==> config.mk <==
export PLATFORM = sky130hd
export DESIGN_NAME = ciwa_top
export DESIGN_NICKNAME = d
export VERILOG_FILES = /design/src/hw/ciwa_pkg.sv /design/src/hw/ciwa_strm_if.sv /design/src/hw/ciwa_top.sv /design/src/hw/ciwa_hold.sv /design/src/hw/ciwa_fifo.sv
export SDC_FILE = /design/constraint.sdc
export NUM_CORES = 1
export LEC_CHECK = 0
export ABC_AREA = 1
export BUFFER_PORTS_ARGS = -buffer_cell sky130_fd_sc_hd__buf_2
export CAP_MARGIN = 25
export CORE_MARGIN = 2
export CORE_UTILIZATION = 66
export DETAILED_ROUTE_END_ITERATION = 6
export GPL_TIMING_DRIVEN = 0
export PLACE_DENSITY = 0.85
export SYNTH_ARGS = -nofsm -noshare
export SYNTH_HDL_FRONTEND = slang
export SYNTH_SLANG_ARGS = --single-unit
==> constraint.sdc <==
create_clock -name clk -period 6.25 [get_ports clk]
set_input_delay 1.25 -clock clk [delete_from_list [all_inputs] [get_ports clk]]
set_output_delay 1.25 -clock clk [all_outputs]
set_load 0.005 [all_outputs]
==> src/hw/ciwa_pkg.sv <==
// Purpose : Shared constants and types for the character input word assembler
// Assumes : One clock, asynchronous active-low reset
// Notes   : Notes on behaviour below
//
// Notes on behaviour
// - Seven-stage holding register; six-bit sources fill six
// - Clear holding register before each new character
// - Input instruction: index address, then raise enable
// - Pre-arrived character sets resume flag at once
// - Otherwise wait for peripheral resume after enable
// - Second resume before sampling: fault and halt
// - Resume plus input-to-exchange: copy holding to exchange
// - Six-bit source: store six bits, seventh ignored
// - Store mode not 0/4: set write after copy
// - Non-repeated input drops enable with write; short pulse
// - Repeated instruction restarts whole sequence after write
// - Paper-tape reader in character mode stores seven bits
// - Store mode 0/4: pack four six-bit frames
// - Full-word start: sequence to d'd, zero assembly
// - Each frame: copy, step d'c, d'b, d'a, d'd
// - Not d'd: insert six bits, shift left, re-arm
// - Fourth frame: insert without shift, word complete
// - Select-input: lockout sense shows loaded, select again
// - External disconnect ends a repeated input
// - Mode 0 stores 24 bits; mode 4 lower fifteen
`default_nettype none

package ciwa_pkg;
	localparam int CHAR_W  = 7;
	localparam int SIX_W   = 6;
	localparam int WORD_W  = 24;
	localparam int ADDR_W  = 15;
	localparam int MODE_W  = 3;
	localparam int CODE_W  = 2;
	localparam int ENTRY_W = CODE_W + ADDR_W + WORD_W;
	localparam int FIFO_DEPTH = 8;

	localparam logic [MODE_W-1:0] MODE_WORD24 = 3'h0;
	localparam logic [MODE_W-1:0] MODE_LOW15  = 3'h4;
	localparam logic [WORD_W-1:0] LOW15_MASK  = 24'h00_7fff;

	typedef enum logic [1:0] {
		CODE_CHAR6  = 2'b00,
		CODE_CHAR7  = 2'b01,
		CODE_WORD24 = 2'b10,
		CODE_LOW15  = 2'b11
	} ciwa_code_e;

	typedef enum logic [1:0] {
		SEQ_DD = 2'b00,
		SEQ_DC = 2'b01,
		SEQ_DB = 2'b10,
		SEQ_DA = 2'b11
	} ciwa_seq_e;

	typedef enum logic [2:0] {
		ST_IDLE  = 3'b000,
		ST_ARM   = 3'b001,
		ST_WAIT  = 3'b010,
		ST_ASM   = 3'b011,
		ST_WRITE = 3'b100,
		ST_HALT  = 3'b101
	} ciwa_state_e;
endpackage

`default_nettype wire

==> src/hw/ciwa_strm_if.sv <==
// Purpose : Valid/ready word carrier between the assembler's modules
// Assumes : Same clock on both ends
// Notes   : Data qualified by valid; taken when valid and ready
`default_nettype none

interface ciwa_strm_if #(parameter int W = 8);
	logic         valid;
	logic         ready;
	logic [W-1:0] data;

	modport src (output valid, output data, input ready);
	modport snk (input valid, input data, output ready);
endinterface

`default_nettype wire

==> src/hw/ciwa_top.sv <==
// Purpose : Input sequence: character transfer and full-word assembly
// Assumes : Peripheral resume and disconnect are asynchronous pins
// Notes   : Store requests leave through an eight-word FIFO
`default_nettype none

module ciwa_top
	import ciwa_pkg::*;
#(
	parameter int DEPTH = FIFO_DEPTH
) (
	// Clock and reset
	input  wire logic              clk,
	input  wire logic              reset_n,
	// Peripheral pins
	input  wire logic [CHAR_W-1:0] in_char,
	input  wire logic              in_resume,
	input  wire logic              ext_disconnect,
	output var  logic              in_enable,
	// Instruction control
	input  wire logic              instr_start,
	input  wire logic              instr_repeat,
	input  wire logic [MODE_W-1:0] store_mode,
	input  wire logic              tape_reader_sel,
	input  wire logic [ADDR_W-1:0] addr_in,
	input  wire logic [ADDR_W-1:0] index_in,
	input  wire logic              select_mode,
	input  wire logic              select_fn,
	// Status
	output var  logic              input_loaded_lamp,
	output var  logic              input_fault,
	output var  logic              halted,
	output var  logic              busy,
	output var  logic              select_issue,
	// Store requests
	output var  logic              st_valid,
	output var  logic [CODE_W-1:0] st_code,
	output var  logic [ADDR_W-1:0] st_addr,
	output var  logic [WORD_W-1:0] st_data,
	input  wire logic              st_ready
);
	if (DEPTH < 2) begin : g_bad_depth
		$error("ciwa_top DEPTH must be at least 2");
	end

	// ==========================================================
	// Pin synchronisers
	logic [2:0] res_sync_r;
	logic [1:0] disc_sync_r;
	logic       resume_pulse;
	logic [1:0][CHAR_W-1:0] char_sync_r;

	always_ff @(posedge clk or negedge reset_n) begin
		if (!reset_n) begin
			res_sync_r  <= '0;
			disc_sync_r <= '0;
			char_sync_r <= '0;
		end else begin
			res_sync_r  <= {res_sync_r[1:0], in_resume};
			disc_sync_r <= {disc_sync_r[0], ext_disconnect};
			char_sync_r <= {char_sync_r[0], in_char};
		end
	end

	assign resume_pulse = res_sync_r[1] && !res_sync_r[2];

	// ==========================================================
	// Holding register and store FIFO
	ciwa_strm_if #(.W(CHAR_W))  hold_if ();
	ciwa_strm_if #(.W(ENTRY_W)) st_if ();
	logic               hold_fault;
	logic [ENTRY_W-1:0] fifo_out;

	ciwa_hold u_hold (
		.clk          (clk),
		.reset_n      (reset_n),
		.resume_pulse (resume_pulse),
		.char_in      (char_sync_r[1]),
		.wide_src     (tape_reader_sel),
		.hs           (hold_if.src),
		.fault        (hold_fault)
	);

	ciwa_fifo #(.W(ENTRY_W), .DEPTH(DEPTH)) u_fifo (
		.clk       (clk),
		.reset_n   (reset_n),
		.wr        (st_if.snk),
		.out_valid (st_valid),
		.out_data  (fifo_out),
		.out_ready (st_ready)
	);

	assign st_code           = fifo_out[ENTRY_W-1 -: CODE_W];
	assign st_addr           = fifo_out[WORD_W +: ADDR_W];
	assign st_data           = fifo_out[WORD_W-1:0];
	assign input_loaded_lamp = hold_if.valid;
	assign input_fault       = hold_fault;

	// ==========================================================
	// Sequence state
	ciwa_state_e       state_r,  state_nxt;
	ciwa_seq_e         seq_r,    seq_nxt;
	logic [ADDR_W-1:0] addr_r,   addr_nxt;
	logic [ADDR_W-1:0] index_r,  index_nxt;
	logic [MODE_W-1:0] mode_r,   mode_nxt;
	logic              wide_r,   wide_nxt;
	logic              rep_r,    rep_nxt;
	logic              enable_r, enable_nxt;
	logic              i2x_r,    i2x_nxt;
	logic              resume_r, resume_nxt;
	logic              disc_r,   disc_nxt;
	logic              sel_r,    sel_nxt;
	logic              halted_r, halted_nxt;
	logic              busy_r,   busy_nxt;
	logic [CHAR_W-1:0] x_r,      x_nxt;
	logic [WORD_W-1:0] q_r,      q_nxt;
	logic              full_word;
	logic              copy;
	logic [WORD_W-1:0] six_ext;
	logic [WORD_W-1:0] st_word;
	ciwa_code_e        st_kind;

	assign full_word = (mode_r == MODE_WORD24) || (mode_r == MODE_LOW15);
	assign copy      = (state_r == ST_WAIT) && i2x_r && resume_r;
	assign six_ext   = {{(WORD_W-SIX_W){1'b0}}, x_r[SIX_W-1:0]};

	// ==========================================================
	// Store word selection
	always_comb begin
		if (full_word) begin
			if (mode_r == MODE_WORD24) begin
				st_word = q_r;
				st_kind = CODE_WORD24;
			end else begin
				st_word = q_r & LOW15_MASK;
				st_kind = CODE_LOW15;
			end
		end else if (wide_r) begin
			st_word = {{(WORD_W-CHAR_W){1'b0}}, x_r};
			st_kind = CODE_CHAR7;
		end else begin
			st_word = six_ext;
			st_kind = CODE_CHAR6;
		end
	end

	assign st_if.data  = {st_kind, addr_r, st_word};
	assign st_if.valid = (state_r == ST_WRITE);
	assign hold_if.ready = copy;

	// ==========================================================
	// Next state
	always_comb begin
		state_nxt  = state_r;
		seq_nxt    = seq_r;
		addr_nxt   = addr_r;
		index_nxt  = index_r;
		mode_nxt   = mode_r;
		wide_nxt   = wide_r;
		rep_nxt    = rep_r;
		enable_nxt = enable_r;
		i2x_nxt    = i2x_r;
		resume_nxt = resume_r;
		disc_nxt   = disc_r;
		sel_nxt    = 1'b0;
		x_nxt      = x_r;
		q_nxt      = q_r;
		if (i2x_r && hold_if.valid && !copy) begin
			resume_nxt = 1'b1;
		end
		case (state_r)
			ST_IDLE: begin
				if (select_fn) begin
					enable_nxt = 1'b1;
				end else if (hold_if.valid) begin
					enable_nxt = 1'b0;
				end
				if (instr_start) begin
					addr_nxt  = addr_in;
					index_nxt = index_in;
					mode_nxt  = store_mode;
					wide_nxt  = tape_reader_sel;
					rep_nxt   = instr_repeat;
					disc_nxt  = 1'b0;
					state_nxt = ST_ARM;
				end
			end
			ST_ARM: begin
				addr_nxt   = addr_r + index_r;
				enable_nxt = 1'b1;
				i2x_nxt    = 1'b1;
				if (full_word) begin
					seq_nxt = SEQ_DD;
					q_nxt   = '0;
				end
				state_nxt = ST_WAIT;
			end
			ST_WAIT: begin
				if (copy) begin
					x_nxt      = hold_if.data;
					resume_nxt = 1'b0;
					i2x_nxt    = 1'b0;
					if (full_word) begin
						case (seq_r)
							SEQ_DD:  seq_nxt = SEQ_DC;
							SEQ_DC:  seq_nxt = SEQ_DB;
							SEQ_DB:  seq_nxt = SEQ_DA;
							default: seq_nxt = SEQ_DD;
						endcase
						state_nxt = ST_ASM;
					end else begin
						if (!rep_r || disc_r) begin
							enable_nxt = 1'b0;
						end
						state_nxt = ST_WRITE;
					end
				end
			end
			ST_ASM: begin
				if (seq_r != SEQ_DD) begin
					q_nxt     = (q_r | six_ext) << SIX_W;
					i2x_nxt   = 1'b1;
					state_nxt = ST_WAIT;
				end else begin
					q_nxt = q_r | six_ext;
					if (!rep_r || disc_r) begin
						enable_nxt = 1'b0;
					end
					state_nxt = ST_WRITE;
				end
			end
			ST_WRITE: begin
				if (st_if.ready) begin
					sel_nxt = select_mode;
					if (rep_r && !disc_r) begin
						state_nxt = ST_ARM;
					end else begin
						enable_nxt = 1'b0;
						state_nxt  = ST_IDLE;
					end
				end
			end
			default: begin
				enable_nxt = 1'b0;
				i2x_nxt    = 1'b0;
			end
		endcase
		if (disc_sync_r[1]) begin
			disc_nxt = 1'b1;
		end
		if (hold_fault) begin
			enable_nxt = 1'b0;
			state_nxt  = ST_HALT;
		end
		halted_nxt = (state_nxt == ST_HALT);
		busy_nxt   = (state_nxt != ST_IDLE) && (state_nxt != ST_HALT);
	end

	// ==========================================================
	// Registers
	always_ff @(posedge clk or negedge reset_n) begin
		if (!reset_n) begin
			state_r  <= ST_IDLE;
			seq_r    <= SEQ_DD;
			addr_r   <= '0;
			index_r  <= '0;
			mode_r   <= '0;
			wide_r   <= 1'b0;
			rep_r    <= 1'b0;
			enable_r <= 1'b0;
			i2x_r    <= 1'b0;
			resume_r <= 1'b0;
			disc_r   <= 1'b0;
			sel_r    <= 1'b0;
			halted_r <= 1'b0;
			busy_r   <= 1'b0;
			x_r      <= '0;
			q_r      <= '0;
		end else begin
			state_r  <= state_nxt;
			seq_r    <= seq_nxt;
			addr_r   <= addr_nxt;
			index_r  <= index_nxt;
			mode_r   <= mode_nxt;
			wide_r   <= wide_nxt;
			rep_r    <= rep_nxt;
			enable_r <= enable_nxt;
			i2x_r    <= i2x_nxt;
			resume_r <= resume_nxt;
			disc_r   <= disc_nxt;
			sel_r    <= sel_nxt;
			halted_r <= halted_nxt;
			busy_r   <= busy_nxt;
			x_r      <= x_nxt;
			q_r      <= q_nxt;
		end
	end

	assign in_enable    = enable_r;
	assign halted       = halted_r;
	assign busy         = busy_r;
	assign select_issue = sel_r;

	// ==========================================================
	// Checks
	AST_ARM_ENABLE: assert property (@(posedge clk) disable iff (!reset_n)
		(state_r == ST_ARM && !hold_fault) |=> (enable_r && i2x_r && addr_r == $past(addr_r) + $past(index_r)))
		else $error("input instruction did not index address and raise enable");
	AST_RESUME_SET: assert property (@(posedge clk) disable iff (!reset_n)
		(i2x_r && hold_if.valid && !copy) |=> resume_r)
		else $error("held character did not set resume flag");
	AST_COPY: assert property (@(posedge clk) disable iff (!reset_n)
		copy |=> (x_r == $past(hold_if.data) && !resume_r && !hold_if.valid))
		else $error("copy to exchange failed or resume flag stayed set");
	AST_FAULT_HALT: assert property (@(posedge clk) disable iff (!reset_n)
		hold_fault |=> (halted && !in_enable))
		else $error("input fault did not halt");
	AST_SEQ_START: assert property (@(posedge clk) disable iff (!reset_n)
		(state_r == ST_ARM && full_word && !hold_fault) |=> (seq_r == SEQ_DD && q_r == '0))
		else $error("full-word start did not clear assembly");
	AST_SEQ_STEP: assert property (@(posedge clk) disable iff (!reset_n)
		(copy && full_word && seq_r == SEQ_DA && !hold_fault) |=> (seq_r == SEQ_DD && state_r == ST_ASM))
		else $error("frame sequence did not wrap to d'd");
	AST_Q_SHIFT: assert property (@(posedge clk) disable iff (!reset_n)
		(state_r == ST_ASM && seq_r != SEQ_DD && !hold_fault)
		|=> (q_r[SIX_W-1:0] == '0 && q_r[2*SIX_W-1:SIX_W] == $past(x_r[SIX_W-1:0]) && i2x_r))
		else $error("frame not inserted and shifted");
	AST_NOREP_ENABLE: assert property (@(posedge clk) disable iff (!reset_n)
		(copy && !full_word && !rep_r && !hold_fault) |=> (!enable_r && state_r == ST_WRITE))
		else $error("enable not dropped with write on last input");
	AST_REPEAT: assert property (@(posedge clk) disable iff (!reset_n)
		(state_r == ST_WRITE && st_if.ready && rep_r && !disc_r && !hold_fault) |=> (state_r == ST_ARM))
		else $error("repeated input did not restart");
endmodule // ciwa_top

`default_nettype wire

==> src/hw/ciwa_hold.sv <==
// Purpose : Seven-stage input holding register with resume capture
// Assumes : Resume arrives as a synchronised one-cycle pulse
// Notes   : Valid doubles as the loaded lamp and lockout sense
`default_nettype none

module ciwa_hold
	import ciwa_pkg::*;
(
	// Clock and reset
	input  wire logic              clk,
	input  wire logic              reset_n,
	// Peripheral side
	input  wire logic              resume_pulse,
	input  wire logic [CHAR_W-1:0] char_in,
	input  wire logic              wide_src,
	// Held character
	ciwa_strm_if.src               hs,
	output var  logic              fault
);
	logic              valid_r, valid_nxt;
	logic [CHAR_W-1:0] data_r,  data_nxt;
	logic              fault_r, fault_nxt;
	logic              take;

	// ==========================================================
	// Next state
	always_comb begin
		take      = valid_r && hs.ready;
		valid_nxt = valid_r;
		data_nxt  = data_r;
		fault_nxt = fault_r;
		if (take) begin
			valid_nxt = 1'b0;
			data_nxt  = '0;
		end
		if (resume_pulse) begin
			if (valid_r && !take) begin
				fault_nxt = 1'b1;
			end else begin
				valid_nxt = 1'b1;
				data_nxt  = wide_src ? char_in : {1'b0, char_in[SIX_W-1:0]};
			end
		end
	end

	// ==========================================================
	// Registers
	always_ff @(posedge clk or negedge reset_n) begin
		if (!reset_n) begin
			valid_r <= 1'b0;
			data_r  <= '0;
			fault_r <= 1'b0;
		end else begin
			valid_r <= valid_nxt;
			data_r  <= data_nxt;
			fault_r <= fault_nxt;
		end
	end

	assign hs.valid = valid_r;
	assign hs.data  = data_r;
	assign fault    = fault_r;

	// ==========================================================
	// Checks
	AST_HOLD_FAULT: assert property (@(posedge clk) disable iff (!reset_n)
		(resume_pulse && valid_r && !hs.ready) |=> (fault_r && $stable(data_r)))
		else $error("second resume before sampling did not raise fault");
	AST_HOLD_SIX: assert property (@(posedge clk) disable iff (!reset_n)
		(resume_pulse && !valid_r && !wide_src) |=> (valid_r && !data_r[CHAR_W-1]))
		else $error("six-bit source loaded the seventh stage");
endmodule // ciwa_hold

`default_nettype wire

==> src/hw/ciwa_fifo.sv <==
// Purpose : Shift-register FIFO for store requests
// Assumes : Head entry always sits in slot zero
// Notes   : Outputs come straight from slot-zero flip-flops
`default_nettype none

module ciwa_fifo #(
	parameter int W     = 8,
	parameter int DEPTH = 8
) (
	// Clock and reset
	input  wire logic         clk,
	input  wire logic         reset_n,
	// Fill side
	ciwa_strm_if.snk          wr,
	// Drain side
	output var  logic         out_valid,
	output var  logic [W-1:0] out_data,
	input  wire logic         out_ready
);
	localparam int CW = $clog2(DEPTH + 1);

	if (DEPTH < 2) begin : g_bad_depth
		$error("ciwa_fifo DEPTH must be at least 2");
	end

	logic [W-1:0]  mem_r [DEPTH];
	logic [W-1:0]  mem_nxt [DEPTH];
	logic [DEPTH-1:0] vld_r, vld_nxt;
	logic [CW-1:0] cnt_r, cnt_nxt;
	logic          push, pop;
	logic [CW-1:0] wix;

	assign wr.ready = (cnt_r != CW'(DEPTH));

	// ==========================================================
	// Next state
	always_comb begin
		pop  = vld_r[0] && out_ready;
		push = wr.valid && wr.ready;
		wix  = pop ? (cnt_r - CW'(1)) : cnt_r;
		for (int i = 0; i < DEPTH; i++) begin
			if (pop && (i < DEPTH - 1)) begin
				mem_nxt[i] = mem_r[i + 1];
			end else begin
				mem_nxt[i] = mem_r[i];
			end
			if (push && (wix == CW'(i))) begin
				mem_nxt[i] = wr.data;
			end
		end
		cnt_nxt = cnt_r + CW'(push) - CW'(pop);
		for (int i = 0; i < DEPTH; i++) begin
			vld_nxt[i] = (CW'(i) < cnt_nxt);
		end
	end

	// ==========================================================
	// Registers
	always_ff @(posedge clk or negedge reset_n) begin
		if (!reset_n) begin
			for (int i = 0; i < DEPTH; i++) begin
				mem_r[i] <= '0;
			end
			vld_r <= '0;
			cnt_r <= '0;
		end else begin
			mem_r <= mem_nxt;
			vld_r <= vld_nxt;
			cnt_r <= cnt_nxt;
		end
	end

	assign out_valid = vld_r[0];
	assign out_data  = mem_r[0];
endmodule // ciwa_fifo

`default_nettype wire

Yosys cells after proc, flatten, opt, wreduce, memory -nomap -nowiden
Index checks and enable logic that the tools add are counted.
{ "word_totals": {"reg_bits": 439, "out_inout_bits": 48, "elab_cells": 189} }
{ "op_classes": {"addsub": 4, "order_cmp": 1, "eq_ne": 28, "mux": 67, "bitwise_logic": 2, "n_reduce_logical": 54} }
{ "ops": {"columns": ["cell", "n"], "rows": [
  ["$mux 41", 14],
  ["$mux 24", 4],
  ["$pmux 24 s2", 1],
  ["$mux 7", 5],
  ["$pmux 15 s2", 1],
  ["$reduce_bool 2->1", 13],
  ["$mux 1", 25],
  ["$or 24x6->24", 1],
  ["$logic_and 1x1->1", 19],
  ["$mux 3", 6],
  ["$eq 4x3->1 const B", 4],
  ["$add 15x15->15", 1],
  ["$mux 15", 1],
  ["$pmux 3 s5", 1],
  ["$reduce_and 2->1", 6],
  ["$ne 2x2->1 const B", 5],
  ["$eq 3x3->1 const B", 3],
  ["$ne 3x2->1 const B", 3],
  ["$ne 3x3->1 const B", 3],
  ["$eq 4x2->1 const B", 2],
  ["$mux 2", 4],
  ["$eq 3x2->1 const B", 2],
  ["$logic_not 3->1", 2],
  ["$pmux 2 s3", 1],
  ["other kinds (24)", 29]
]} }

Longest topological paths before layout
Gate-level depths: netlist of the first run.
{ "depth": {"word_depth": 8, "ltp_mapped": 15, "mapped_depth_nobuf": 12} }

Cells and area by module
Synthesis of the first run repeated with hierarchy kept, for this count alone.
{ "unflattened": {"hier_cells": 3171, "area_unflattened_um2": 22725.5} }
{ "modules_own_cells": {"columns": ["module", "n_inst", "cells_each", "area_each_um2", "seq_area_each_um2"], "rows": [
  ["ciwa_fifo", 1, 2508, 17486.8, 8333.0],
  ["ciwa_top", 1, 608, 4792.1, 2427.3],
  ["ciwa_hold", 1, 55, 446.7, 225.2]
]} }

Worst setup path after synthesis of the first run
Ideal clock, no wire load.
{ "synth_path": {"kind": "in2reg", "start": "input st_ready", "end": "register u_fifo.vld_r[0]", "arrival_ns": 3.652, "path_slack_ns": 2.473, "stages": 13, "n_path_buf": 3, "cell_sequence": "nand2_1 inv_2 clkbuf_1 clkbuf_1 clkbuf_1 ha_1 inv_1 ha_1 inv_1 fa_1 inv_1 nor3_1 nand2_1"} }
{ "synth_between": {"elab_chain_len": 3} }
{ "synth_lines": {"columns": ["item", "line_no", "rtl"], "rows": [
  ["start, declared", "ciwa_top.sv:39", "input wire logic st_ready"],
  ["$logic_and 1x1->1", "ciwa_fifo.sv:38", "pop = vld_r[0] && out_ready;"],
  ["$sub 4x1->4", "ciwa_fifo.sv:51", "cnt_nxt = cnt_r + CW'(push) - CW'(pop);"],
  ["named net u_fifo.cnt_nxt[1]", "ciwa_fifo.sv:29", "logic [CW-1:0] cnt_r, cnt_nxt;"],
  ["$lt 1x4->1", "ciwa_fifo.sv:53", "vld_nxt[i] = (CW'(i) < cnt_nxt);"],
  ["named net u_fifo.vld_nxt[0]", "ciwa_fifo.sv:28", "logic [DEPTH-1:0] vld_r, vld_nxt;"],
  ["end signal, assigned", "ciwa_fifo.sv:68", "vld_r <= vld_nxt;"],
  ["end, declared", "ciwa_fifo.sv:28", null]
]} }
The timed path passes the listed nets, and every way through them passes these cells.
A chain may end at the register's enable or synchronous reset.

Final worst setup path of the first run
{ "layout_path": {"start": "input st_ready", "end": "register u_fifo.mem_r[82] in the netlist's numbering"} }
{ "layout_between": {"elab_chain_len": 5} }
{ "layout_lines": {"columns": ["item", "line_no", "rtl"], "rows": [
  ["$logic_and 1x1->1 *", "ciwa_fifo.sv:38", null],
  ["$mux 4", "ciwa_fifo.sv:40", "wix = pop ? (cnt_r - CW'(1)) : cnt_r;"],
  ["$eq 4x3->1", "ciwa_fifo.sv:47", "if (push && (wix == CW'(i))) begin"],
  ["$logic_and 1x1->1", "ciwa_fifo.sv:47", null],
  ["$mux 41 / $reduce_bool 2->1 (equally long branches)", null, null],
  ["end signal, assigned", "ciwa_fifo.sv:67", "mem_r <= mem_nxt;"],
  ["end, declared", "ciwa_fifo.sv:26", "logic [W-1:0] mem_r [DEPTH];"]
]} }
Every way passes the cells marked *; elsewhere a longest branch is shown, timed or not.

==> flow_metrics.env, run 1 <==
export IMPL_post_cts_buffers=0
export IMPL_drtIter0Drc=1719
export IMPL_cts_buffers=45
export IMPL_pin_count=98
export IMPL_min_path_cells=0
export IMPL_vias_per_cell=5.815
export IMPL_slew_viol_final=0
export IMPL_dieWidth_um=181.4
export IMPL_p_leak_nw=11.68
export IMPL_ys_seq_elements=439
export IMPL_vias=18210
export IMPL_hold_end="char_sync_r[11]$_DFF_PN0_"
export IMPL_clockBufferDepth=3
export IMPL_worstHoldStart="char_sync_r[4]$_DFF_PN0_"
export IMPL_max_cap_viol_count=0
export IMPL_maxClockFrequency_ghz=0.2003
export IMPL_cts_sinks=439
export IMPL_ctsHoldBuffers=0
export IMPL_rsz0062_at_grt="false"
export IMPL_wl_um=51480
export IMPL_yosys_cell_types_count=36
export IMPL_start_util_pct=67.38
export IMPL_syn_area_per_cell_um2=8.137
export IMPL_synth_area_um2=20770
export IMPL_cp_arrival_ns=5.41
export IMPL_route_detailed_drc=0
export IMPL_cellPowerDensity_nw_per_um2=409.9
export IMPL_relSlewSlack_pct=32.64
export IMPL_die_area_um2=32910
export IMPL_place_ws_ns=0.9184
export IMPL_swShare_pct=33.76
export IMPL_post_dp_hpwl_um=38270
export IMPL_cts_resized=0
export IMPL_seqPwrFrac_pct=43.8
export IMPL_antenna_found_initial=0
export IMPL_grt_max_degree=122
export IMPL_drive_gt1_share_pct=9.580
export IMPL_htree_num_levels=2
export IMPL_grt_pass1_wl_um=85020
export IMPL_worst_slew_pin_slew_ns=1.004
export IMPL_cp_end_kind="register"
export IMPL_gp_congestion=0.9213
export IMPL_netSwitchingPower_mw=3.236
export IMPL_clkPwrFrac_pct=28.6
export IMPL_r2r_start="u_fifo.vld_r[0]$_DFF_PN0_"
export IMPL_fillers=2223
export IMPL_final_util_pct=75.84
export IMPL_synth_nets=2629
export IMPL_rows=64
export IMPL_path_clk_slew_ns=0.06
export IMPL_fin_nets=2776
export IMPL_cts_tree="done"
export IMPL_timing_final_crit_period_ns=4.993
export IMPL_grt_overflow_total=0
export IMPL_r2r_end="u_fifo.mem_r[82]$_DFFE_PN0P_"
export IMPL_r2r_cells=13
export IMPL_start_kind="input port"
export IMPL_irDropWorstVdd_uv=253.0
export IMPL_p_comb_share_pct=27.6
export IMPL_worstSetupPathType="input port to register"
export IMPL_fin_worst_skew_ns=0.01236
export IMPL_die_h_um=181.4
export IMPL_synthCells=2553
export IMPL_rrSetupSlack_ns=1.63
export IMPL_hold_viol_final=0
export IMPL_wire_per_inst_um=16.44
export IMPL_path_max_fanout=10
export IMPL_root_buffer="clkbuf_16"
export IMPL_yosys_warnings=0
export IMPL_period_share_pct=79.89
export IMPL_setup_violations=0
export IMPL_crit_required_ns=6.67
export IMPL_drt_pass1_iter_count=6
export IMPL_antennaDiodeCount=0
export IMPL_port_buffers=97
export IMPL_core_area_um2=30830
export IMPL_hp_class="register to register"
export IMPL_power_internal_mw=6.349
export IMPL_grt_total_usage_pct=31.89
export IMPL_ant_nets=0
export IMPL_status="finished, final reports clean"
export IMPL_area_delta_synth_final_pct=12.56
export IMPL_synth_seq_area_share_pct=52.88
export IMPL_grt_pass1_vias=17720
export IMPL_clk_latency_ns=0.55
export IMPL_worst_slack_ns=1.257
placed cells by master (no fill, tap or decap), types with 7 or more instances in the layout:
cell type	synthesis	layout
a21oi_1	17	17
buf_1	24	24
buf_2	20	116
buf_4	42	42
clkbuf_1	141	147
clkbuf_16	0	47
clkbuf_8	0	9
clkinv_2	0	12
dfrtp_1	439	439
ha_1	24	24
inv_1	164	164
inv_2	13	13
nand2_1	594	594
nand3_1	843	843
nor2_1	65	65
nor3_1	7	7
o21ai_0	24	24
o21ai_1	71	71
o22ai_1	19	19
final cells by class:
| type | instances | area (um2) | area share (%) |
|---|---|---|---|
| sequential | 439 | 10990 | 46.98 |
| multi-input combinational | 1709 | 8085 | 34.58 |
| clock buffer | 62 | 1323 | 5.656 |
| buffer | 227 | 1035 | 4.425 |
| inverter | 178 | 668.1 | 2.857 |
| timing repair buffer | 100 | 578.1 | 2.472 |
| tap | 396 | 495.5 | 2.119 |
| clock inverter | 20 | 212.7 | 0.9097 |
logic make-up after synthesis:
family	share of synthesized area, %
flip-flops	52.88
AND/OR/NAND/NOR	33.01
XOR/XNOR	0.2951
buffers and inverters	8.197
adder cells (fa/ha/maj)	1.638
AO/OA/AOI/OAI	3.975
stage by stage:
stage               std cells  area, um2  setup TNS, ns  power (mW)  hold slack, ns
floorplan                2553      20770              0       5.985          0.3312
global placement         3046      21750       -1819.77       6.669          0.3334
detailed placement       3049      21850              0       6.822          0.3380
CTS                      3131      23380              0       9.568          0.3521
global route             3131      23380              0       10.15          0.3549
finish                   3131      23380              0       9.585          0.3490
sequential cells by signal, indices dropped and copies added, names as in the netlist, 2 cells and up:
signal,count
state_r,3
x_r,7
char_sync_r,14
mode_r,3
u_hold.hs.data,7
res_sync_r,3
u_fifo.out_data,41
disc_sync_r,2
q_r,24
u_fifo.cnt_r,4
index_r,15
addr_r,15
seq_r,2
u_fifo.mem_r,287
Yosys cell counts, drive strengths merged:
cell | number | area share (%)
ha | 24 | 1.4
fa | 2 | 0.19
inv | 177 | 3.2
a211oi | 2 | 0.072
o2111ai | 2 | 0.084
o22ai | 19 | 0.57
nor4 | 1 | 0.030
nor3 | 8 | 0.25
o211ai | 5 | 0.18
o221ai | 1 | 0.042
nand4 | 4 | 0.12
o21ai | 95 | 2.3
a21oi | 18 | 0.45
nor2 | 72 | 1.4
nand2 | 595 | 11
clkbuf | 141 | 2.5
nand3 | 844 | 20
a31oi | 1 | 0.030
xnor2 | 2 | 0.084
and2 | 2 | 0.060
xor2 | 5 | 0.21
buf | 86 | 2.4
dfrtp | 439 | 53
o21bai | 2 | 0.072
o21a | 5 | 0.18
clkinv | 1 | 0.018
worst max-delay path by stage:
stage,startpoint,endpoint,slack [ns]
final,st_ready,u_fifo.mem_r[82]$_DFFE_PN0P_,1.26
after global routing,st_ready,u_fifo.mem_r[82]$_DFFE_PN0P_,1.16
after CTS,st_ready,u_fifo.mem_r[82]$_DFFE_PN0P_,1.45
after detailed placement,st_ready,u_fifo.mem_r[84]$_DFFE_PN0P_,0.92
after global placement,reset_n,u_fifo.out_data[35]$_DFFE_PN0P_,-4.21
after floorplan,st_ready,u_fifo.vld_r[0]$_DFF_PN0_,2.47
worst max-delay path: stages:
cell and delay, ns:
buf_2 0.07, nand2_1 0.24, inv_2 0.26, clkbuf_1 0.55, clkbuf_1 0.56, clkbuf_1 0.50
ha_1 0.40, inv_1 0.10, nand3_1 0.28, nor2_2 0.41, nor2_1 0.20, clkbuf_1 0.32
nand2_1 0.15, nand3_1 0.09
power groups by stage:
stage	logic [mW]	registers (mW)	clock network, mW
finish	2.64	4.20	2.74
global route	2.98	4.30	2.87
CTS	2.63	4.19	2.75
detailed placement	2.59	4.23	0
global placement	2.48	4.19	0
floorplan	1.89	4.09	0
metal layers:
layer,global-route usage [%],wire [um],vias up
li1,-,-,8744
met1,40.39,20660,8567
met2,55.31,25320,746
met3,4.653,3475,150
met4,13.50,2017,0
met5,0,0,-
No activity file was read; power rests on OpenSTA's default activity.
==> run 2: changes to the inputs <==
ABC_AREA = 0   (was 1)
CORE_UTILIZATION = 62   (was 66)
PLACE_DENSITY = 0.8   (was 0.85)
clock period = 4.7 ns   (was 6.25 ns; I/O delays follow)
==> run 2 against run 1 <==
Against the previous run: the run now ends with DRC left; register-to-register slack worse by 1.0 ns; die area up 4.4%; routed wire length up 9.2%; largest cell class unchanged; highest routed layer unchanged.
==> flow_metrics.env, run 2 <==
export IMPL_post_dp_hpwl_um=39640
export IMPL_htree_num_levels=2
export IMPL_cts_resized=0
export IMPL_irDropWorstVdd_uv=417.8
export IMPL_path_max_fanout=10
export IMPL_top_register="u_fifo.mem_r"
export IMPL_grt_max_degree=111
export IMPL_rsz0062_at_grt="false"
export IMPL_start_kind="input port"
export IMPL_grt_pass1_vias=17090
export IMPL_crit_buf_inv=8
export IMPL_max_cap_viol_count=0
export IMPL_antenna_found_initial=0
export IMPL_critPathMaxStageDelay_ns=0.57
export IMPL_path_clk_slew_ns=0.06
export IMPL_status="finished with violations"
export IMPL_vias=17480
export IMPL_clk_latency_ns=0.56
export IMPL_place_ws_ns=0.05830
export IMPL_grt_overflow_total=0
export IMPL_clockBufferDepth=3
export IMPL_yosys_most_used_dff="dfrtp_1"
export IMPL_grt_pass1_wl_um=89390
export IMPL_slew_viol_final=0
export IMPL_fillers=2426
export IMPL_final_common_cell="nand2_1"
export IMPL_timing_hold_ws_ns=0.3462
export IMPL_area_delta_synth_final_pct=12.86
export IMPL_setup_violations=0
export IMPL_cp_slowest_cell="clkbuf_1"
export IMPL_die_area_um2=34350
export IMPL_power_mw=10.53
export IMPL_cts_tree="done"
export IMPL_post_cts_buffers=0
export IMPL_worstSetupPathType="input port to register"
export IMPL_ctsHoldBuffers=0
export IMPL_synth_nets=2314
export IMPL_cp_arrival_ns=4.66
export IMPL_synth_area_leaders="dfrtp_1 54%, nand2_1 12%, a31oi_1 5.2%"
export IMPL_worst_slack_ns=0.4577
export IMPL_mostFrequentLayoutCells="637 x nand2_1, 439 x dfrtp_1, 175 x a21oi_1, 168 x a31oi_1, 161 x clkbuf_1"
export IMPL_wl_um=56210
export IMPL_ys_seq_elements=439
export IMPL_gp_congestion=0.9624
export IMPL_route_detailed_drc=1
export IMPL_violations="DRC"
export IMPL_timing_final_crit_period_ns=4.242
export IMPL_wire_per_inst_um=19.65
export IMPL_syn_area_per_cell_um2=9.109
export IMPL_antennaDiodeCount=0
export IMPL_cts_buffers=45
export IMPL_cts_sinks=439
export IMPL_synth_seq_area_share_pct=53.88
export IMPL_hold_viol_final=0
export IMPL_crit_family="buffers and inverters"
export IMPL_synthArstFlopShare_pct=100.0
export IMPL_yosysMostFrequentCell="nand2_1"
export IMPL_drtIter0Drc=1566
export IMPL_vias_per_cell=6.109
export IMPL_synth_common_cells="637 x nand2_1, 439 x dfrtp_1, 175 x a21oi_1, 168 x a31oi_1, 144 x clkbuf_1"
export IMPL_relSlewSlack_pct=29.04
export IMPL_fin_worst_skew_ns=0.01295
export IMPL_die_h_um=185.3
export IMPL_cellPowerDensity_nw_per_um2=457.8
export IMPL_ant_nets=0
export IMPL_root_buffer="clkbuf_16"
export IMPL_cp_end_kind="register"
export IMPL_yosys_cell_types_count=62
export IMPL_cp_cell_sequence="buf_2, nand2_2, inv_2, clkbuf_1, clkbuf_1, ha_1, clkbuf_1, inv_1, ha_1, inv_1, fa_1, inv_1, or4_1"
export IMPL_fin_nets=2463
export IMPL_synth_edf_count=0
export IMPL_grt_total_usage_pct=33.37
export IMPL_drt_pass1_iter_count=7
export IMPL_crit_required_ns=5.12
export IMPL_largest_reg_flops=287
export IMPL_synthCells=2238
export IMPL_start_util_pct=62.82
export IMPL_p_leak_nw=10.89
export IMPL_maxClockFrequency_ghz=0.2357
export IMPL_rows=66
export IMPL_tns_ns=0
export IMPL_synth_top_area_share_pct=53.88
export IMPL_yosys_area_top_type="dfrtp_1"
export IMPL_port_buffers=97
export IMPL_drive_gt1_share_pct=11.86
export IMPL_synth_area_um2=20390
export IMPL_worst_slew_pin_slew_ns=1.064
export IMPL_dieWidth_um=185.3
export IMPL_period_share_pct=90.26
export IMPL_core_area_um2=32450
export IMPL_hp_class="register to register"
export IMPL_pin_count=98
export IMPL_yosys_warnings=0
==> run 2: area by class of cell <==
type / instances / area (um2) / share of cell area [%]
Multi-Input combinational cell: 1557 / 8290 / 36.03
Clock inverter: 5 / 78.83 / 0.3426
Buffer: 225 / 1047 / 4.551
Clock buffer: 74 / 1378 / 5.987
Timing Repair Buffer: 102 / 613.1 / 2.664
Tap cell: 442 / 553.0 / 2.403
Sequential cell: 439 / 10990 / 47.74
Inverter: 17 / 63.81 / 0.2773
==> run 2: worst register-to-register path, cell delays in order, from the launching register on <==
cell      delay (ns)
dfrtp_1         0.39
nand2_2         0.21
inv_2           0.29
clkbuf_1        0.57
clkbuf_1        0.52
ha_1            0.34
clkbuf_1        0.17
inv_1           0.18
ha_1            0.20
inv_1           0.06
fa_1            0.50
inv_1           0.05
or4_1           0.51
==> run 2: worst paths after layout <==
check / cells after the start / slack (ns) / startpoint / end
max in group asynchronous: 4 / 2.52 / reset_n / addr_r[3]$_DFFE_PN0P_
worst min-delay path: 0 / 0.35 / char_sync_r[2]$_DFF_PN0_ / char_sync_r[9]$_DFF_PN0_
min in group asynchronous: 1 / 0.36 / reset_n / u_fifo.out_data[5]$_DFFE_PN0P_
worst max register to register: 12 / 0.59 / u_fifo.vld_r[0]$_DFF_PN0_ / u_fifo.vld_r[0]$_DFF_PN0_
worst min register to register: 0 / 0.35 / char_sync_r[2]$_DFF_PN0_ / char_sync_r[9]$_DFF_PN0_
worst max-delay path: 13 / 0.46 / st_ready / u_fifo.vld_r[0]$_DFF_PN0_
==> run 2: stage by stage <==
stage          utilization, %  cell area [um2]  instances
4_1_cts                 70.88            23000       2860
3_5_place_dp            66.39            21550       2781
3_3_place_gp            66.02            21430       2777
5_1_grt                 70.90            23010       2861
2_1_floorplan               -            20390       2238
6_report                70.90            23010       2861
==> run 2: logic make-up (layout without fill, tap and decap cells) <==
logic type | after synthesis | in the layout | share of synthesized area, %
compound gates | 581 | 581 | 17.01
simple gates | 859 | 859 | 17.26
mux | 81 | 81 | 4.198
flops | 439 | 439 | 53.88
buf+inv | 242 | 423 | 5.450
xor+xnor | 10 | 10 | 0.5217
fa+ha+maj | 26 | 26 | 1.669
==> run 2: routing by layer <==
layer | share of wire [%] | global-route usage (%) | vias to the layer above
met4 | 3.1 | 12.00 | 0
met3 | 9.3 | 5.348 | 132
li1 | - | - | 7915
met5 | 0 | 0 | -
met1 | 41 | 45.28 | 8500
met2 | 47 | 54.73 | 930
==> run 2: power breakdown <==
part | total [mW] | internal, mW | switching (mW)
Sequential | 4.60 | 4.27 | 0.322
Clock | 3.55 | 2.10 | 1.46
Combinational | 2.38 | 0.856 | 1.53
==> run 3: changes to the inputs <==
CORE_UTILIZATION = 64   (was 62)
CTS_BUF_LIST = sky130_fd_sc_hd__clkbuf_8   (was default)
PLACE_DENSITY = 0.83   (was 0.8)
==> run 3 against run 2 <==
Against the previous run: the flow still finishes with violations (DRC); fmax rose by 3.7%; clock power fell by 4%; cell area barely moved; clock-buffer cell count rose by 20; worst hold slack got worse by 0.066 ns; first-iteration DRC count rose by 27%; critical path depth did not move; critical path type unchanged.
==> flow_metrics.env, run 3 (synthesized netlist as in run 2, its figures left out) <==
export IMPL_fin_cells=2874
export IMPL_crit_required_ns=5.17
export IMPL_regArea_um2=10990
export IMPL_crit_family="buffers and inverters"
export IMPL_r2r_start="u_fifo.vld_r[0]$_DFF_PN0_"
export IMPL_relSlewSlack_pct=34.32
export IMPL_r2r_end="u_fifo.vld_r[0]$_DFF_PN0_"
export IMPL_maxClockFrequency_ghz=0.2445
export IMPL_rrSetupSlack_ns=0.69
export IMPL_drive_gt1_share_pct=13.47
export IMPL_irDropWorstVdd_uv=357.3
export IMPL_ctsHoldBuffers=0
export IMPL_period_share_pct=87.03
export IMPL_largest_reg_flops=287
export IMPL_die_h_um=182.5
export IMPL_cts_buffers=73
export IMPL_vias=17790
export IMPL_final_util_pct=73.08
export IMPL_worstSetupPathType="input port to register"
export IMPL_fin_worst_skew_ns=0.03363
export IMPL_wl_um=56220
export IMPL_multi_input_area_um2=8290
export IMPL_power_mw=10.40
export IMPL_tns_ns=0
export IMPL_rsz0062_at_grt="false"
export IMPL_setup_violations=0
export IMPL_grt_overflow_total=0
export IMPL_cts_tree="done"
export IMPL_slew_viol_final=0
export IMPL_area_delta_synth_final_pct=12.82
export IMPL_p_leak_nw=11.04
export IMPL_clockBufferDepth=3
export IMPL_max_cap_viol_count=0
export IMPL_gp_congestion=0.9835
export IMPL_cp_cell_sequence="buf_2, nand2_2, inv_2, clkbuf_1, clkbuf_1, ha_1, clkbuf_1, inv_1, ha_1, inv_1, fa_1, inv_1, or4_1"
export IMPL_vias_per_cell=6.189
export IMPL_grt_pass1_wl_um=91390
export IMPL_port_buffers=97
export IMPL_critPathMaxStageDelay_ns=0.53
export IMPL_core_area_um2=31470
export IMPL_dieWidth_um=182.5
export IMPL_worst_slew_pin_slew_ns=0.9852
export IMPL_rows=65
export IMPL_grt_total_usage_pct=34.69
export IMPL_die_area_um2=33300
export IMPL_root_buffer="clkbuf_8"
export IMPL_drtIter0Drc=1994
export IMPL_post_cts_buffers=0
export IMPL_cp_arrival_ns=4.56
export IMPL_antenna_found_initial=0
export IMPL_hp_class="input port to async pin"
export IMPL_route_detailed_drc=6
export IMPL_fin_nets=2491
export IMPL_violations="DRC"
export IMPL_path_max_fanout=10
export IMPL_pin_count=98
export IMPL_clk_latency_ns=0.61
export IMPL_grt_max_degree=130
export IMPL_cp_slowest_cell="or4_1"
export IMPL_antennaDiodeCount=0
export IMPL_mostFrequentLayoutCells="637 x nand2_1, 439 x dfrtp_1, 175 x a21oi_1, 168 x a31oi_1, 144 x clkbuf_1"
export IMPL_timing_final_crit_period_ns=4.091
export IMPL_htree_num_levels=3
export IMPL_r2r_cells=12
export IMPL_cp_end_kind="register"
export IMPL_fillers=2308
export IMPL_path_clk_slew_ns=0.06
export IMPL_cellPowerDensity_nw_per_um2=452.0
export IMPL_drt_pass1_iter_count=7
export IMPL_ant_nets=0
export IMPL_cts_sinks=439
export IMPL_start_kind="input port"
export IMPL_status="finished with violations"
export IMPL_grt_pass1_vias=17700
export IMPL_post_dp_hpwl_um=39860
export IMPL_place_inst=2741
export IMPL_cts_resized=0
export IMPL_start_util_pct=64.77
export IMPL_wire_per_inst_um=19.56
export IMPL_final_common_cell="nand2_1"
export IMPL_hold_viol_final=0
export IMPL_top_register="u_fifo.mem_r"
export IMPL_crit_buf_inv=8
-- run 3: layout make-up --
class                      count  area share (%)
multi-input combinational   1557           36.04
timing repair buffer         102           2.666
clock inverter                38          0.8867
sequential                   439           47.76
tap                          402           2.187
inverter                      17          0.2774
buffer                       225           4.553
clock buffer                  94           5.625
-- run 3: through the flow --
stage                     instance area, um2  hold WS, ns  worst slack, ns
final                                  23000       0.2802           0.6095
after global routing                   23000       0.3399           0.4953
after CTS                              22990       0.3080           0.7483
after detailed placement               21500       0.3381           0.1209
after global placement                 21380       0.3329           -5.823
after floorplan                        20390       0.3312            1.076
-- run 3: how the worst max path moves through the flow --
stage          slack [ns]                         to  cells after the start      from
6_report             0.61  u_fifo.vld_r[0]$_DFF_PN0_                     13  st_ready
5_1_grt              0.50  u_fifo.vld_r[0]$_DFF_PN0_                     13  st_ready
4_1_cts              0.75  u_fifo.vld_r[0]$_DFF_PN0_                     13  st_ready
3_5_place_dp         0.12  u_fifo.vld_r[0]$_DFF_PN0_                     13  st_ready
3_3_place_gp        -5.82      addr_r[3]$_DFFE_PN0P_                      1   reset_n
2_1_floorplan        1.08  u_fifo.vld_r[0]$_DFF_PN0_                     12  st_ready
-- run 3: power by group --
group / internal, mW / leakage (nW) / switching, mW / total (mW)
Combinational: 0.859 / 4.22 / 1.55 / 2.40
Sequential: 4.28 / 5.95 / 0.320 / 4.60
Clock: 1.82 / 0.862 / 1.58 / 3.40
-- run 3: metal layers --
layer	vias up	global-route usage, %	part of all wire (%)	wire, um
met5	-	0	0	0
met4	0	14.23	3.5	1975
met3	144	7.883	11	6019
met2	999	56.38	47	26350
met1	8667	45.45	39	21870
li1	7977	-	-	-
